### config.mk
export PLATFORM = sky130hd
export DESIGN_NAME = mtis_top
export DESIGN_NICKNAME = d
export VERILOG_FILES = /design/src/mtis_pkg.sv /design/src/mtis_top.sv
export VERILOG_INCLUDE_DIRS = /design/src
export SDC_FILE = /design/constraint.sdc
export NUM_CORES = 1
export LEC_CHECK = 0
export BUFFER_PORTS_ARGS = -buffer_cell sky130_fd_sc_hd__buf_2
export CELL_PAD_IN_SITES_DETAIL_PLACEMENT = 1
export CELL_PAD_IN_SITES_GLOBAL_PLACEMENT = 1
export CORE_UTILIZATION = 30
export DETAILED_ROUTE_END_ITERATION = 7
export GPL_TIMING_DRIVEN = 1
export HOLD_SLACK_MARGIN = 0.12
export PLACE_DENSITY_LB_ADDON = 0.1
export SYNTH_ARGS = -nofsm -noshare
export SYNTH_HDL_FRONTEND = slang
export SYNTH_SLANG_ARGS = --single-unit
export TNS_END_PERCENT = 50
### constraint.sdc
create_clock -name core_clk_i -period 2.2 [get_ports core_clk_i]
set_input_delay 0.22 -clock core_clk_i [delete_from_list [all_inputs] [get_ports core_clk_i]]
set_output_delay 0.22 -clock core_clk_i [all_outputs]
set_load 0.05 [all_outputs]
### src/mtis_defs.svh
// constants of the measure timer input select and status block
// assumes one 10 mhz core clock and a 16-bit axi4-lite byte address
`ifndef MTIS_DEFS_SVH
`define MTIS_DEFS_SVH
// -----------------------------------------------------------------
// register indexes (byte address = index * 4)
// -----------------------------------------------------------------
`define MTIS_IDX_STAT_B 14'h0f06
`define MTIS_IDX_CLK_B 14'h0f07
`define MTIS_IDX_SIG_B 14'h0f08
`define MTIS_IDX_WIN_B 14'h0f09
`define MTIS_IDX_CTL_B 14'h0f0a
`define MTIS_IDX_STAT_A 14'h0f18
`define MTIS_IDX_CLK_A 14'h0f19
`define MTIS_IDX_SIG_A 14'h0f1a
`define MTIS_IDX_WIN_A 14'h0f1b
`define MTIS_IDX_CTL_A 14'h0f1c
// -----------------------------------------------------------------
// field positions
// -----------------------------------------------------------------
`define MTIS_ST_PER 7
`define MTIS_ST_WID 6
`define MTIS_ST_CLR 4
`define MTIS_ST_CNT 2
`define MTIS_ST_WIN 1
`define MTIS_ST_ACQ 0
`define MTIS_CT_GO 7
`define MTIS_CT_GINV 4
`define MTIS_CT_MINV 3
`define MTIS_CK_LF 3
`define MTIS_CK_MF16 5
`define MTIS_CK_SECONDARY_OSC 6
// -----------------------------------------------------------------
// widths, counts and reset values
// -----------------------------------------------------------------
`define MTIS_CLK_NUM 4'h8
`define MTIS_SIG_NUM 5'h17
`define MTIS_WIN_NUM 5'h16
`define MTIS_SEL_RST 5'h00
`define MTIS_CLK_RST 3'h0
`define MTIS_RESP_OKAY 2'h0
`define MTIS_RESP_SLVERR 2'h2
`endif

### src/mtis_pkg.sv
// types shared by the measure timer input select and status block
// assumes mtis_defs.svh is compiled alongside
package mtis_pkg;
  // sources that feed the three selectors, all from other domains
  typedef struct packed {
    logic [7:0] clk_src;
    logic [8:0] tmr;
    logic [4:0] ccp;
    logic [1:0] pwm;
    logic [2:0] cmp;
    logic zcd;
    logic [1:0] meas_pin;
    logic [1:0] gate_pin;
    logic [1:0] ovf;
  } mtis_src_t;
  // software settings of one instance
  typedef struct packed {
    logic go;
    logic gate_inv;
    logic meas_inv;
    logic [2:0] clk_sel;
    logic [4:0] sig_sel;
    logic [4:0] win_sel;
  } mtis_cfg_t;
endpackage : mtis_pkg

### src/mtis_top.sv
// input selection and status of two 24-bit measurement timers (a and b)
// assumes the counter, capture buffers and edge logic sit outside on core_clk_i
//
// Operation
// RQ1: writing one to status bit 7 raises a period buffer refresh request that reads one until done.
// RQ2: writing one to status bit 6 raises a width buffer refresh request that reads one until done.
// RQ3: writing one to status bit 4 requests a counter clear and reads zero once it is carried out.
// RQ4: read-only status bit 2 shows whether the counter is incrementing, following go.
// RQ5: read-only status bit 1 shows whether the measurement window is open.
// RQ6: read-only status bit 0 shows whether an acquisition is in progress.
// RQ7: a 3-bit clock select picks one of eight counting clock sources in the listed order.
// RQ8: signal select code 0 is the routed pin, 1 to 9 are timers 0 to 8, and the cross overflow code differs per instance.
// RQ9: signal select codes 12 to 22 are capture units, pulse generators, comparators and zero cross; above is reserved.
// RQ10: window select code 0 is the pin, 1 to 3 oscillators, 4 to 8 even timers, cross overflow per instance.
// RQ11: window select codes 11 to 21 are capture units, pulse generators, comparators and zero cross; above is reserved.
// RQ12: polarity bits invert the selected window and signal so that active low becomes active high.
// RQ13: the go bit enables incrementing and acquisition and the counting flag follows it.
// RQ14: a reserved select code feeds a constant inactive level onward.
//
// Register access over AXI4-Lite was left to the implementer.
`timescale 1ns/1ps
`include "mtis_defs.svh"
module mtis_top (
  input wire logic core_clk_i,
  input wire logic rstn_i,
  input wire logic [15:0] s_axi_awaddr_i,
  input wire logic s_axi_awvalid_i,
  output logic s_axi_awready_o,
  input wire logic [31:0] s_axi_wdata_i,
  input wire logic [3:0] s_axi_wstrb_i,
  input wire logic s_axi_wvalid_i,
  output logic s_axi_wready_o,
  output logic [1:0] s_axi_bresp_o,
  output logic s_axi_bvalid_o,
  input wire logic s_axi_bready_i,
  input wire logic [15:0] s_axi_araddr_i,
  input wire logic s_axi_arvalid_i,
  output logic s_axi_arready_o,
  output logic [31:0] s_axi_rdata_o,
  output logic [1:0] s_axi_rresp_o,
  output logic s_axi_rvalid_o,
  input wire logic s_axi_rready_i,
  input wire mtis_pkg::mtis_src_t src_i,
  input wire logic [1:0] period_refresh_done_i,
  input wire logic [1:0] width_refresh_done_i,
  input wire logic [1:0] counter_clear_done_i,
  output logic [1:0] period_buffer_refresh_req_o,
  output logic [1:0] width_buffer_refresh_req_o,
  output logic [1:0] counter_clear_req_o,
  output logic [1:0] go_o,
  output logic [1:0] count_clock_o,
  output logic [1:0] measured_o,
  output logic [1:0] gate_o
);

  // -----------------------------------------------------------------
  // source synchroniser
  // -----------------------------------------------------------------
  mtis_pkg::mtis_src_t src_meta_r;
  mtis_pkg::mtis_src_t src_r;

  // two stages; only src_r is read by the selectors
  always_ff @(posedge core_clk_i or negedge rstn_i)
  begin
    if (!rstn_i)
    begin
      src_meta_r <= '0;
      src_r <= '0;
    end
    else
    begin
      src_meta_r <= src_i;
      src_r <= src_meta_r;
    end
  end

  // -----------------------------------------------------------------
  // axi4-lite write channel
  // -----------------------------------------------------------------
  logic aw_have_r;
  logic w_have_r;
  logic [13:0] wr_idx_r;
  logic [7:0] wr_byte_r;
  logic wr_lane_r;
  logic awready_r;
  logic wready_r;
  logic bvalid_r;
  logic [1:0] bresp_r;
  logic wr_fire;
  logic wr_hit;

  assign wr_fire = aw_have_r & w_have_r & ~bvalid_r;

  // address and data are taken in either order, answer follows both
  always_ff @(posedge core_clk_i or negedge rstn_i)
  begin
    if (!rstn_i)
    begin
      aw_have_r <= 1'b0;
      w_have_r <= 1'b0;
      wr_idx_r <= '0;
      wr_byte_r <= '0;
      wr_lane_r <= 1'b0;
      awready_r <= 1'b1;
      wready_r <= 1'b1;
      bvalid_r <= 1'b0;
      bresp_r <= `MTIS_RESP_OKAY;
    end
    else
    begin
      if (s_axi_awvalid_i && awready_r)
      begin
        aw_have_r <= 1'b1;
        awready_r <= 1'b0;
        wr_idx_r <= s_axi_awaddr_i[15:2];
      end
      if (s_axi_wvalid_i && wready_r)
      begin
        w_have_r <= 1'b1;
        wready_r <= 1'b0;
        wr_byte_r <= s_axi_wdata_i[7:0];
        wr_lane_r <= s_axi_wstrb_i[0];
      end
      if (wr_fire)
      begin
        aw_have_r <= 1'b0;
        w_have_r <= 1'b0;
        bvalid_r <= 1'b1;
        bresp_r <= wr_hit ? `MTIS_RESP_OKAY : `MTIS_RESP_SLVERR;
      end
      if (bvalid_r && s_axi_bready_i)
      begin
        bvalid_r <= 1'b0;
        awready_r <= 1'b1;
        wready_r <= 1'b1;
      end
    end
  end

  assign s_axi_awready_o = awready_r;
  assign s_axi_wready_o = wready_r;
  assign s_axi_bvalid_o = bvalid_r;
  assign s_axi_bresp_o = bresp_r;

  // -----------------------------------------------------------------
  // per instance registers and selectors
  // -----------------------------------------------------------------
  mtis_pkg::mtis_cfg_t cfg_r [2];
  logic [7:0] stat_w [2];
  logic [1:0] hit_w;
  logic [1:0] per_req_r;
  logic [1:0] wid_req_r;
  logic [1:0] clr_req_r;
  logic [1:0] counting_r;
  logic [1:0] window_r;
  logic [1:0] acquiring_r;
  logic [1:0] cclk_r;
  logic [1:0] meas_r;
  logic [1:0] gate_r;

  genvar gi;
  generate
    for (gi = 0; gi < 2; gi++)
    begin : g_inst
      // instance 0 is a, instance 1 is b
      localparam logic [13:0] IdxStat = (gi == 0) ? `MTIS_IDX_STAT_A : `MTIS_IDX_STAT_B;
      localparam logic [13:0] IdxClk = (gi == 0) ? `MTIS_IDX_CLK_A : `MTIS_IDX_CLK_B;
      localparam logic [13:0] IdxSig = (gi == 0) ? `MTIS_IDX_SIG_A : `MTIS_IDX_SIG_B;
      localparam logic [13:0] IdxWin = (gi == 0) ? `MTIS_IDX_WIN_A : `MTIS_IDX_WIN_B;
      localparam logic [13:0] IdxCtl = (gi == 0) ? `MTIS_IDX_CTL_A : `MTIS_IDX_CTL_B;
      logic wr_stat;
      logic [22:0] sig_vec;
      logic [21:0] win_vec;
      logic ovf_other;
      logic sig_lvl;
      logic win_lvl;
      logic clk_lvl;

      assign hit_w[gi] = (wr_idx_r == IdxStat) | (wr_idx_r == IdxClk) | (wr_idx_r == IdxSig)
                         | (wr_idx_r == IdxWin) | (wr_idx_r == IdxCtl);
      assign wr_stat = wr_fire & wr_lane_r & (wr_idx_r == IdxStat);

      // settings; a write without the low byte lane is ignored
      always_ff @(posedge core_clk_i or negedge rstn_i)
      begin
        if (!rstn_i)
        begin
          cfg_r[gi] <= '{go: 1'b0, gate_inv: 1'b0, meas_inv: 1'b0, clk_sel: `MTIS_CLK_RST,
                         sig_sel: `MTIS_SEL_RST, win_sel: `MTIS_SEL_RST};
        end
        else if (wr_fire && wr_lane_r)
        begin
          if (wr_idx_r == IdxClk)
            cfg_r[gi].clk_sel <= wr_byte_r[2:0];
          if (wr_idx_r == IdxSig)
            cfg_r[gi].sig_sel <= wr_byte_r[4:0];
          if (wr_idx_r == IdxWin)
            cfg_r[gi].win_sel <= wr_byte_r[4:0];
          if (wr_idx_r == IdxCtl)
          begin
            cfg_r[gi].go <= wr_byte_r[`MTIS_CT_GO]; // RQ13
            cfg_r[gi].gate_inv <= wr_byte_r[`MTIS_CT_GINV]; // RQ12
            cfg_r[gi].meas_inv <= wr_byte_r[`MTIS_CT_MINV]; // RQ12
          end
        end
      end

      // manual requests: a new write of one wins over a done in the same cycle
      always_ff @(posedge core_clk_i or negedge rstn_i)
      begin
        if (!rstn_i)
        begin
          per_req_r[gi] <= 1'b0;
          wid_req_r[gi] <= 1'b0;
          clr_req_r[gi] <= 1'b0;
        end
        else
        begin
          if (wr_stat && wr_byte_r[`MTIS_ST_PER])
            per_req_r[gi] <= 1'b1; // RQ1
          else if (period_refresh_done_i[gi])
            per_req_r[gi] <= 1'b0; // RQ1
          if (wr_stat && wr_byte_r[`MTIS_ST_WID])
            wid_req_r[gi] <= 1'b1; // RQ2
          else if (width_refresh_done_i[gi])
            wid_req_r[gi] <= 1'b0; // RQ2
          if (wr_stat && wr_byte_r[`MTIS_ST_CLR])
            clr_req_r[gi] <= 1'b1; // RQ3
          else if (counter_clear_done_i[gi])
            clr_req_r[gi] <= 1'b0; // RQ3
        end
      end

      // the other instance's overflow takes a different code in a and b
      assign ovf_other = src_r.ovf[1 - gi];
      assign sig_vec = {src_r.zcd, src_r.cmp, src_r.pwm, src_r.ccp, // RQ9
                        (gi == 0) ? ovf_other : 1'b0, (gi == 0) ? 1'b0 : ovf_other, // RQ8
                        src_r.tmr, src_r.meas_pin[gi]}; // RQ8
      assign win_vec = {src_r.zcd, src_r.cmp, src_r.pwm, src_r.ccp, // RQ11
                        (gi == 0) ? ovf_other : 1'b0, (gi == 0) ? 1'b0 : ovf_other, // RQ10
                        src_r.tmr[8], src_r.tmr[6], src_r.tmr[4], src_r.tmr[2], src_r.tmr[0],
                        src_r.clk_src[`MTIS_CK_SECONDARY_OSC], src_r.clk_src[`MTIS_CK_MF16],
                        src_r.clk_src[`MTIS_CK_LF], src_r.gate_pin[gi]}; // RQ10

      // reserved codes give a constant inactive level after polarity
      assign sig_lvl = (cfg_r[gi].sig_sel < `MTIS_SIG_NUM) ?
                       (sig_vec[cfg_r[gi].sig_sel] ^ cfg_r[gi].meas_inv) : 1'b0; // RQ14 RQ12
      assign win_lvl = (cfg_r[gi].win_sel < `MTIS_WIN_NUM) ?
                       (win_vec[cfg_r[gi].win_sel] ^ cfg_r[gi].gate_inv) : 1'b0; // RQ14 RQ12
      assign clk_lvl = src_r.clk_src[cfg_r[gi].clk_sel]; // RQ7

      // selected levels and status flags, registered so outputs come from flops
      always_ff @(posedge core_clk_i or negedge rstn_i)
      begin
        if (!rstn_i)
        begin
          cclk_r[gi] <= 1'b0;
          meas_r[gi] <= 1'b0;
          gate_r[gi] <= 1'b0;
          counting_r[gi] <= 1'b0;
          window_r[gi] <= 1'b0;
          acquiring_r[gi] <= 1'b0;
        end
        else
        begin
          cclk_r[gi] <= clk_lvl; // RQ7
          meas_r[gi] <= sig_lvl;
          gate_r[gi] <= win_lvl;
          counting_r[gi] <= cfg_r[gi].go; // RQ4 RQ13
          window_r[gi] <= win_lvl; // RQ5
          acquiring_r[gi] <= cfg_r[gi].go & sig_lvl; // RQ6 RQ13
        end
      end

      // status image; unused bits read zero
      always_comb
      begin
        stat_w[gi] = '0;
        stat_w[gi][`MTIS_ST_PER] = per_req_r[gi]; // RQ1
        stat_w[gi][`MTIS_ST_WID] = wid_req_r[gi]; // RQ2
        stat_w[gi][`MTIS_ST_CLR] = clr_req_r[gi]; // RQ3
        stat_w[gi][`MTIS_ST_CNT] = counting_r[gi]; // RQ4
        stat_w[gi][`MTIS_ST_WIN] = window_r[gi]; // RQ5
        stat_w[gi][`MTIS_ST_ACQ] = acquiring_r[gi]; // RQ6
      end
    end
  endgenerate

  assign wr_hit = |hit_w;

  // -----------------------------------------------------------------
  // axi4-lite read channel
  // -----------------------------------------------------------------
  logic arready_r;
  logic rvalid_r;
  logic [31:0] rdata_r;
  logic [1:0] rresp_r;
  logic [7:0] rd_byte;
  logic rd_hit;

  // read decode; status reads have no side effect
  always_comb
  begin
    rd_byte = '0;
    rd_hit = 1'b1;
    unique case (s_axi_araddr_i[15:2])
      `MTIS_IDX_STAT_A: rd_byte = stat_w[0];
      `MTIS_IDX_CLK_A: rd_byte = {5'h00, cfg_r[0].clk_sel};
      `MTIS_IDX_SIG_A: rd_byte = {3'h0, cfg_r[0].sig_sel};
      `MTIS_IDX_WIN_A: rd_byte = {3'h0, cfg_r[0].win_sel};
      `MTIS_IDX_CTL_A: rd_byte = {cfg_r[0].go, 2'h0, cfg_r[0].gate_inv, cfg_r[0].meas_inv, 3'h0};
      `MTIS_IDX_STAT_B: rd_byte = stat_w[1];
      `MTIS_IDX_CLK_B: rd_byte = {5'h00, cfg_r[1].clk_sel};
      `MTIS_IDX_SIG_B: rd_byte = {3'h0, cfg_r[1].sig_sel};
      `MTIS_IDX_WIN_B: rd_byte = {3'h0, cfg_r[1].win_sel};
      `MTIS_IDX_CTL_B: rd_byte = {cfg_r[1].go, 2'h0, cfg_r[1].gate_inv, cfg_r[1].meas_inv, 3'h0};
      default: rd_hit = 1'b0;
    endcase
  end

  // one read at a time; data answer one edge after the address is taken
  always_ff @(posedge core_clk_i or negedge rstn_i)
  begin
    if (!rstn_i)
    begin
      arready_r <= 1'b1;
      rvalid_r <= 1'b0;
      rdata_r <= '0;
      rresp_r <= `MTIS_RESP_OKAY;
    end
    else if (s_axi_arvalid_i && arready_r)
    begin
      arready_r <= 1'b0;
      rvalid_r <= 1'b1;
      rdata_r <= {24'h000000, rd_byte};
      rresp_r <= rd_hit ? `MTIS_RESP_OKAY : `MTIS_RESP_SLVERR;
    end
    else if (rvalid_r && s_axi_rready_i)
    begin
      rvalid_r <= 1'b0;
      arready_r <= 1'b1;
    end
  end

  assign s_axi_arready_o = arready_r;
  assign s_axi_rvalid_o = rvalid_r;
  assign s_axi_rdata_o = rdata_r;
  assign s_axi_rresp_o = rresp_r;

  // -----------------------------------------------------------------
  // outputs to the counter and capture logic
  // -----------------------------------------------------------------
  assign period_buffer_refresh_req_o = per_req_r;
  assign width_buffer_refresh_req_o = wid_req_r;
  assign counter_clear_req_o = clr_req_r;
  assign go_o = {cfg_r[1].go, cfg_r[0].go};
  assign count_clock_o = cclk_r;
  assign measured_o = meas_r;
  assign gate_o = gate_r;

endmodule : mtis_top

==> results.cfg <==
[status]
status = finished with violations
violations = design-rule violations

[cells_and_area]
nets = 818
layout_commonest_cell = dfrtp_1
mostFrequentLayoutCells = 150 x dfrtp_1, 109 x buf_2, 71 x dlygate4sd3_1
area_delta_synth_final_pct = 32.5
drive_gt1_share_pct = 36.0
antenna_cells = 0
nFillCells = 2338

[route]
drc = 15
post_drt_wl_per_cell_um = 18.2
wl_mm = 18.1
drtAntennaViolNets = 0
first_pass_iters = 8
viasPerCell = 4.76
vias = 4742
drt-initial-drc-count = 180

[place]
hpwl_mm = 13.1
port-buffer-count = 110
gp_congestion = 0.774

[clock_network]
clk_pin_slew_ns = 0.07
clk_latency_ns = 0.42
postCtsSetupBuffers = 0
cts_tree = built
cts_sinks = 154
clockRootBuffer = clkbuf_16
clock_path_buffers = 2
htreeDepth = 4
cts-buffers-inserted = 17

[worst_setup_path]
crit_start = wr_idx_r[5]
crit_arrival_ns = 2.47
critPathLaunchType = flop
timing.rr.end = cfg_r[5]
reg2reg_slack_ns = 0.03
crit_fanout = 6
worstPathRequired_ns = 2.50
reg2regPathDepth = 7
reg2reg_from = wr_idx_r[5]
worstSetupPathType = flop to flop
endpoint = cfg_r[5]
cp-end-kind = flop

[pwr]
power.density_nw_per_um2 = 854
p_leak_nw = 4.04
ir_worst_vdd_v = 0.000489
power_mw = 7.70

[timing]
rsz0062_at_grt = true
setup_tns_ns = 0
period_share_pct = 98.6
clock_skew_ns = 0.00894
period_needed_ns = 2.17
hold_slack_ns = 0.274
finalSetupViolCount = 0
slew_viol_final = 0
tightestPinTransition_ns = 0.601
hold_viol_final = 0
relSlewSlack_pct = 59.8
max_freq_mhz = 461

[run]
cap_violations = 0

[floorplan]
design.die.area_um2 = 23300
dieHeight_um = 153
initial_core_util_pct = 30.9
core_um2 = 22000
die_w_um = 153
rows = 54
ios = 170

[synthesis]
ys_async_sr_fraction_pct = 100
synthCells = 507
synth_flop_cell = dfrtp_1
synth_edf_count = 0
ys_seq_area_share_pct = 56.7
ys_ff_latch = 154
yosys_warnings = 0
synth_area_per_cell_um2 = 13.4
synth_area_um2 = 6800
synth.distinct_cells = 59

[global_route]
antenna_found_initial = 0
grt_pass1_vias = 5291
grt_usage_pct = 16.6
grt_pass1_wl_mm = 29.6
grt_start_max_net_pins = 67
gr-total-overflow = 0

[hold_path]
hold_path_class = input port to flop
where the power goes:
group          switching [mW]  internal (mW)  leakage [nW]
registers               0.397           3.17          1.91
logic                   0.644          0.541          1.85
clock network            1.20           1.74         0.287
total                    2.24           5.46          4.04
layer usage:
| metal | vias up | wire [um] | GRT usage [%] | part of all wire [%] |
|---|---|---|---|---|
| met5 | - | 0 | 0 | 0 |
| met4 | 0 | 252 | 4.86 | 1.4 |
| met2 | 119 | 8970 | 27.9 | 49 |
| met1 | 2408 | 8200 | 21.5 | 45 |
| li1 | 2194 | - | - | - |
| met3 | 21 | 725 | 3.75 | 4.0 |
what timing repair did:
item                                    CTS  global route
pin swaps                                 0             1
endpoints found under the setup margin   22            22
resized for setup                         6             2
hold buffers                             71             0
hold endpoints to repair                116             0
through the flow:
step	instances	util [%]	setup slack, ns	cell area (um^2)
floorplan	533	-	-0.00405	6900
global placement	893	34.9	-0.0464	7680
detailed placement	893	34.9	-0.0819	7680
CTS	996	40.9	0.00246	9010
global route	996	40.9	-0.0559	9010
finish	996	40.9	0.0302	9010
how the worst min path moves through the flow:
stage	slack, ns	to	cells past startpoint	from
after floorplan	-0.08	acquiring_r[0]	0	rstn_i
after global placement	0.19	g_inst[0].sig_vec[0]	1	rstn_i
after detailed placement	0.20	g_inst[0].sig_vec[0]	1	rstn_i
after CTS	0.26	s_axi_rdata_o[7]	4	s_axi_araddr_i[5]
after global routing	0.29	s_axi_rdata_o[7]	4	s_axi_araddr_i[5]
final	0.27	s_axi_rdata_o[7]	4	s_axi_araddr_i[5]
flip-flops by register name, summed over array words and instances, names as in the netlist, 5 cells and up:
register	count
cfg_r	30
src_meta_r	34
wr_byte_r	7
s_axi_rdata_o	7
src_r	5
wr_idx_r	14
g_inst.sig_vec	22
g_inst.win_vec	5
final cells by class:
type                    count  area (um^2)  area share (%)
clock inverters            12          138            1.53
multi-input cells         312         2690            29.9
repair buffers            202         1460            16.2
flip-flops and latches    154         3860            42.8
inverters                  16         60.1           0.666
well taps                 280          350            3.89
clock buffers              20          457            5.07
synth_stat cells, drive strengths merged (4+ instances only):
cell type	instances	share of area (%)
nor4	6	0.77
a21oi	8	0.59
buf	36	3.7
nor3	4	0.29
a22o	9	1.2
o21ai	14	1.0
mux2i	30	4.4
mux2	61	10
nor2b	4	0.37
nand2	21	1.2
mux4	20	6.6
clkbuf	15	0.83
o22ai	6	0.55
a31oi	5	0.46
or4	4	0.44
nand3b	5	0.55
inv	16	0.88
nand4	15	1.6
nand2b	14	1.3
dfrtp	151	56
nor2	20	1.1
worst max-delay path, stage by stage, from the launching register on:
cell and delay (ns):
dfrtp_1 0.38, or3_4 0.39, nor4_4 0.22, nand4_4 0.15
buf_6 0.16, nor4b_4 0.24, buf_6 0.17, mux2_2 0.34
cell families (layout without fill, tap and decap cells):
family | Yosys count | count (layout) | synth area share [%]
buffers and inverters | 67 | 250 | 5.45
AND/OR/NAND/NOR | 111 | 111 | 9.92
multiplexers | 111 | 111 | 21.4
other | 1 | 27 | 0.0551
AO/OA/AOI/OAI | 61 | 61 | 6.18
XOR/XNOR | 2 | 2 | 0.258
flip-flops | 154 | 154 | 56.7
Power figures use the tool's default switching activity.
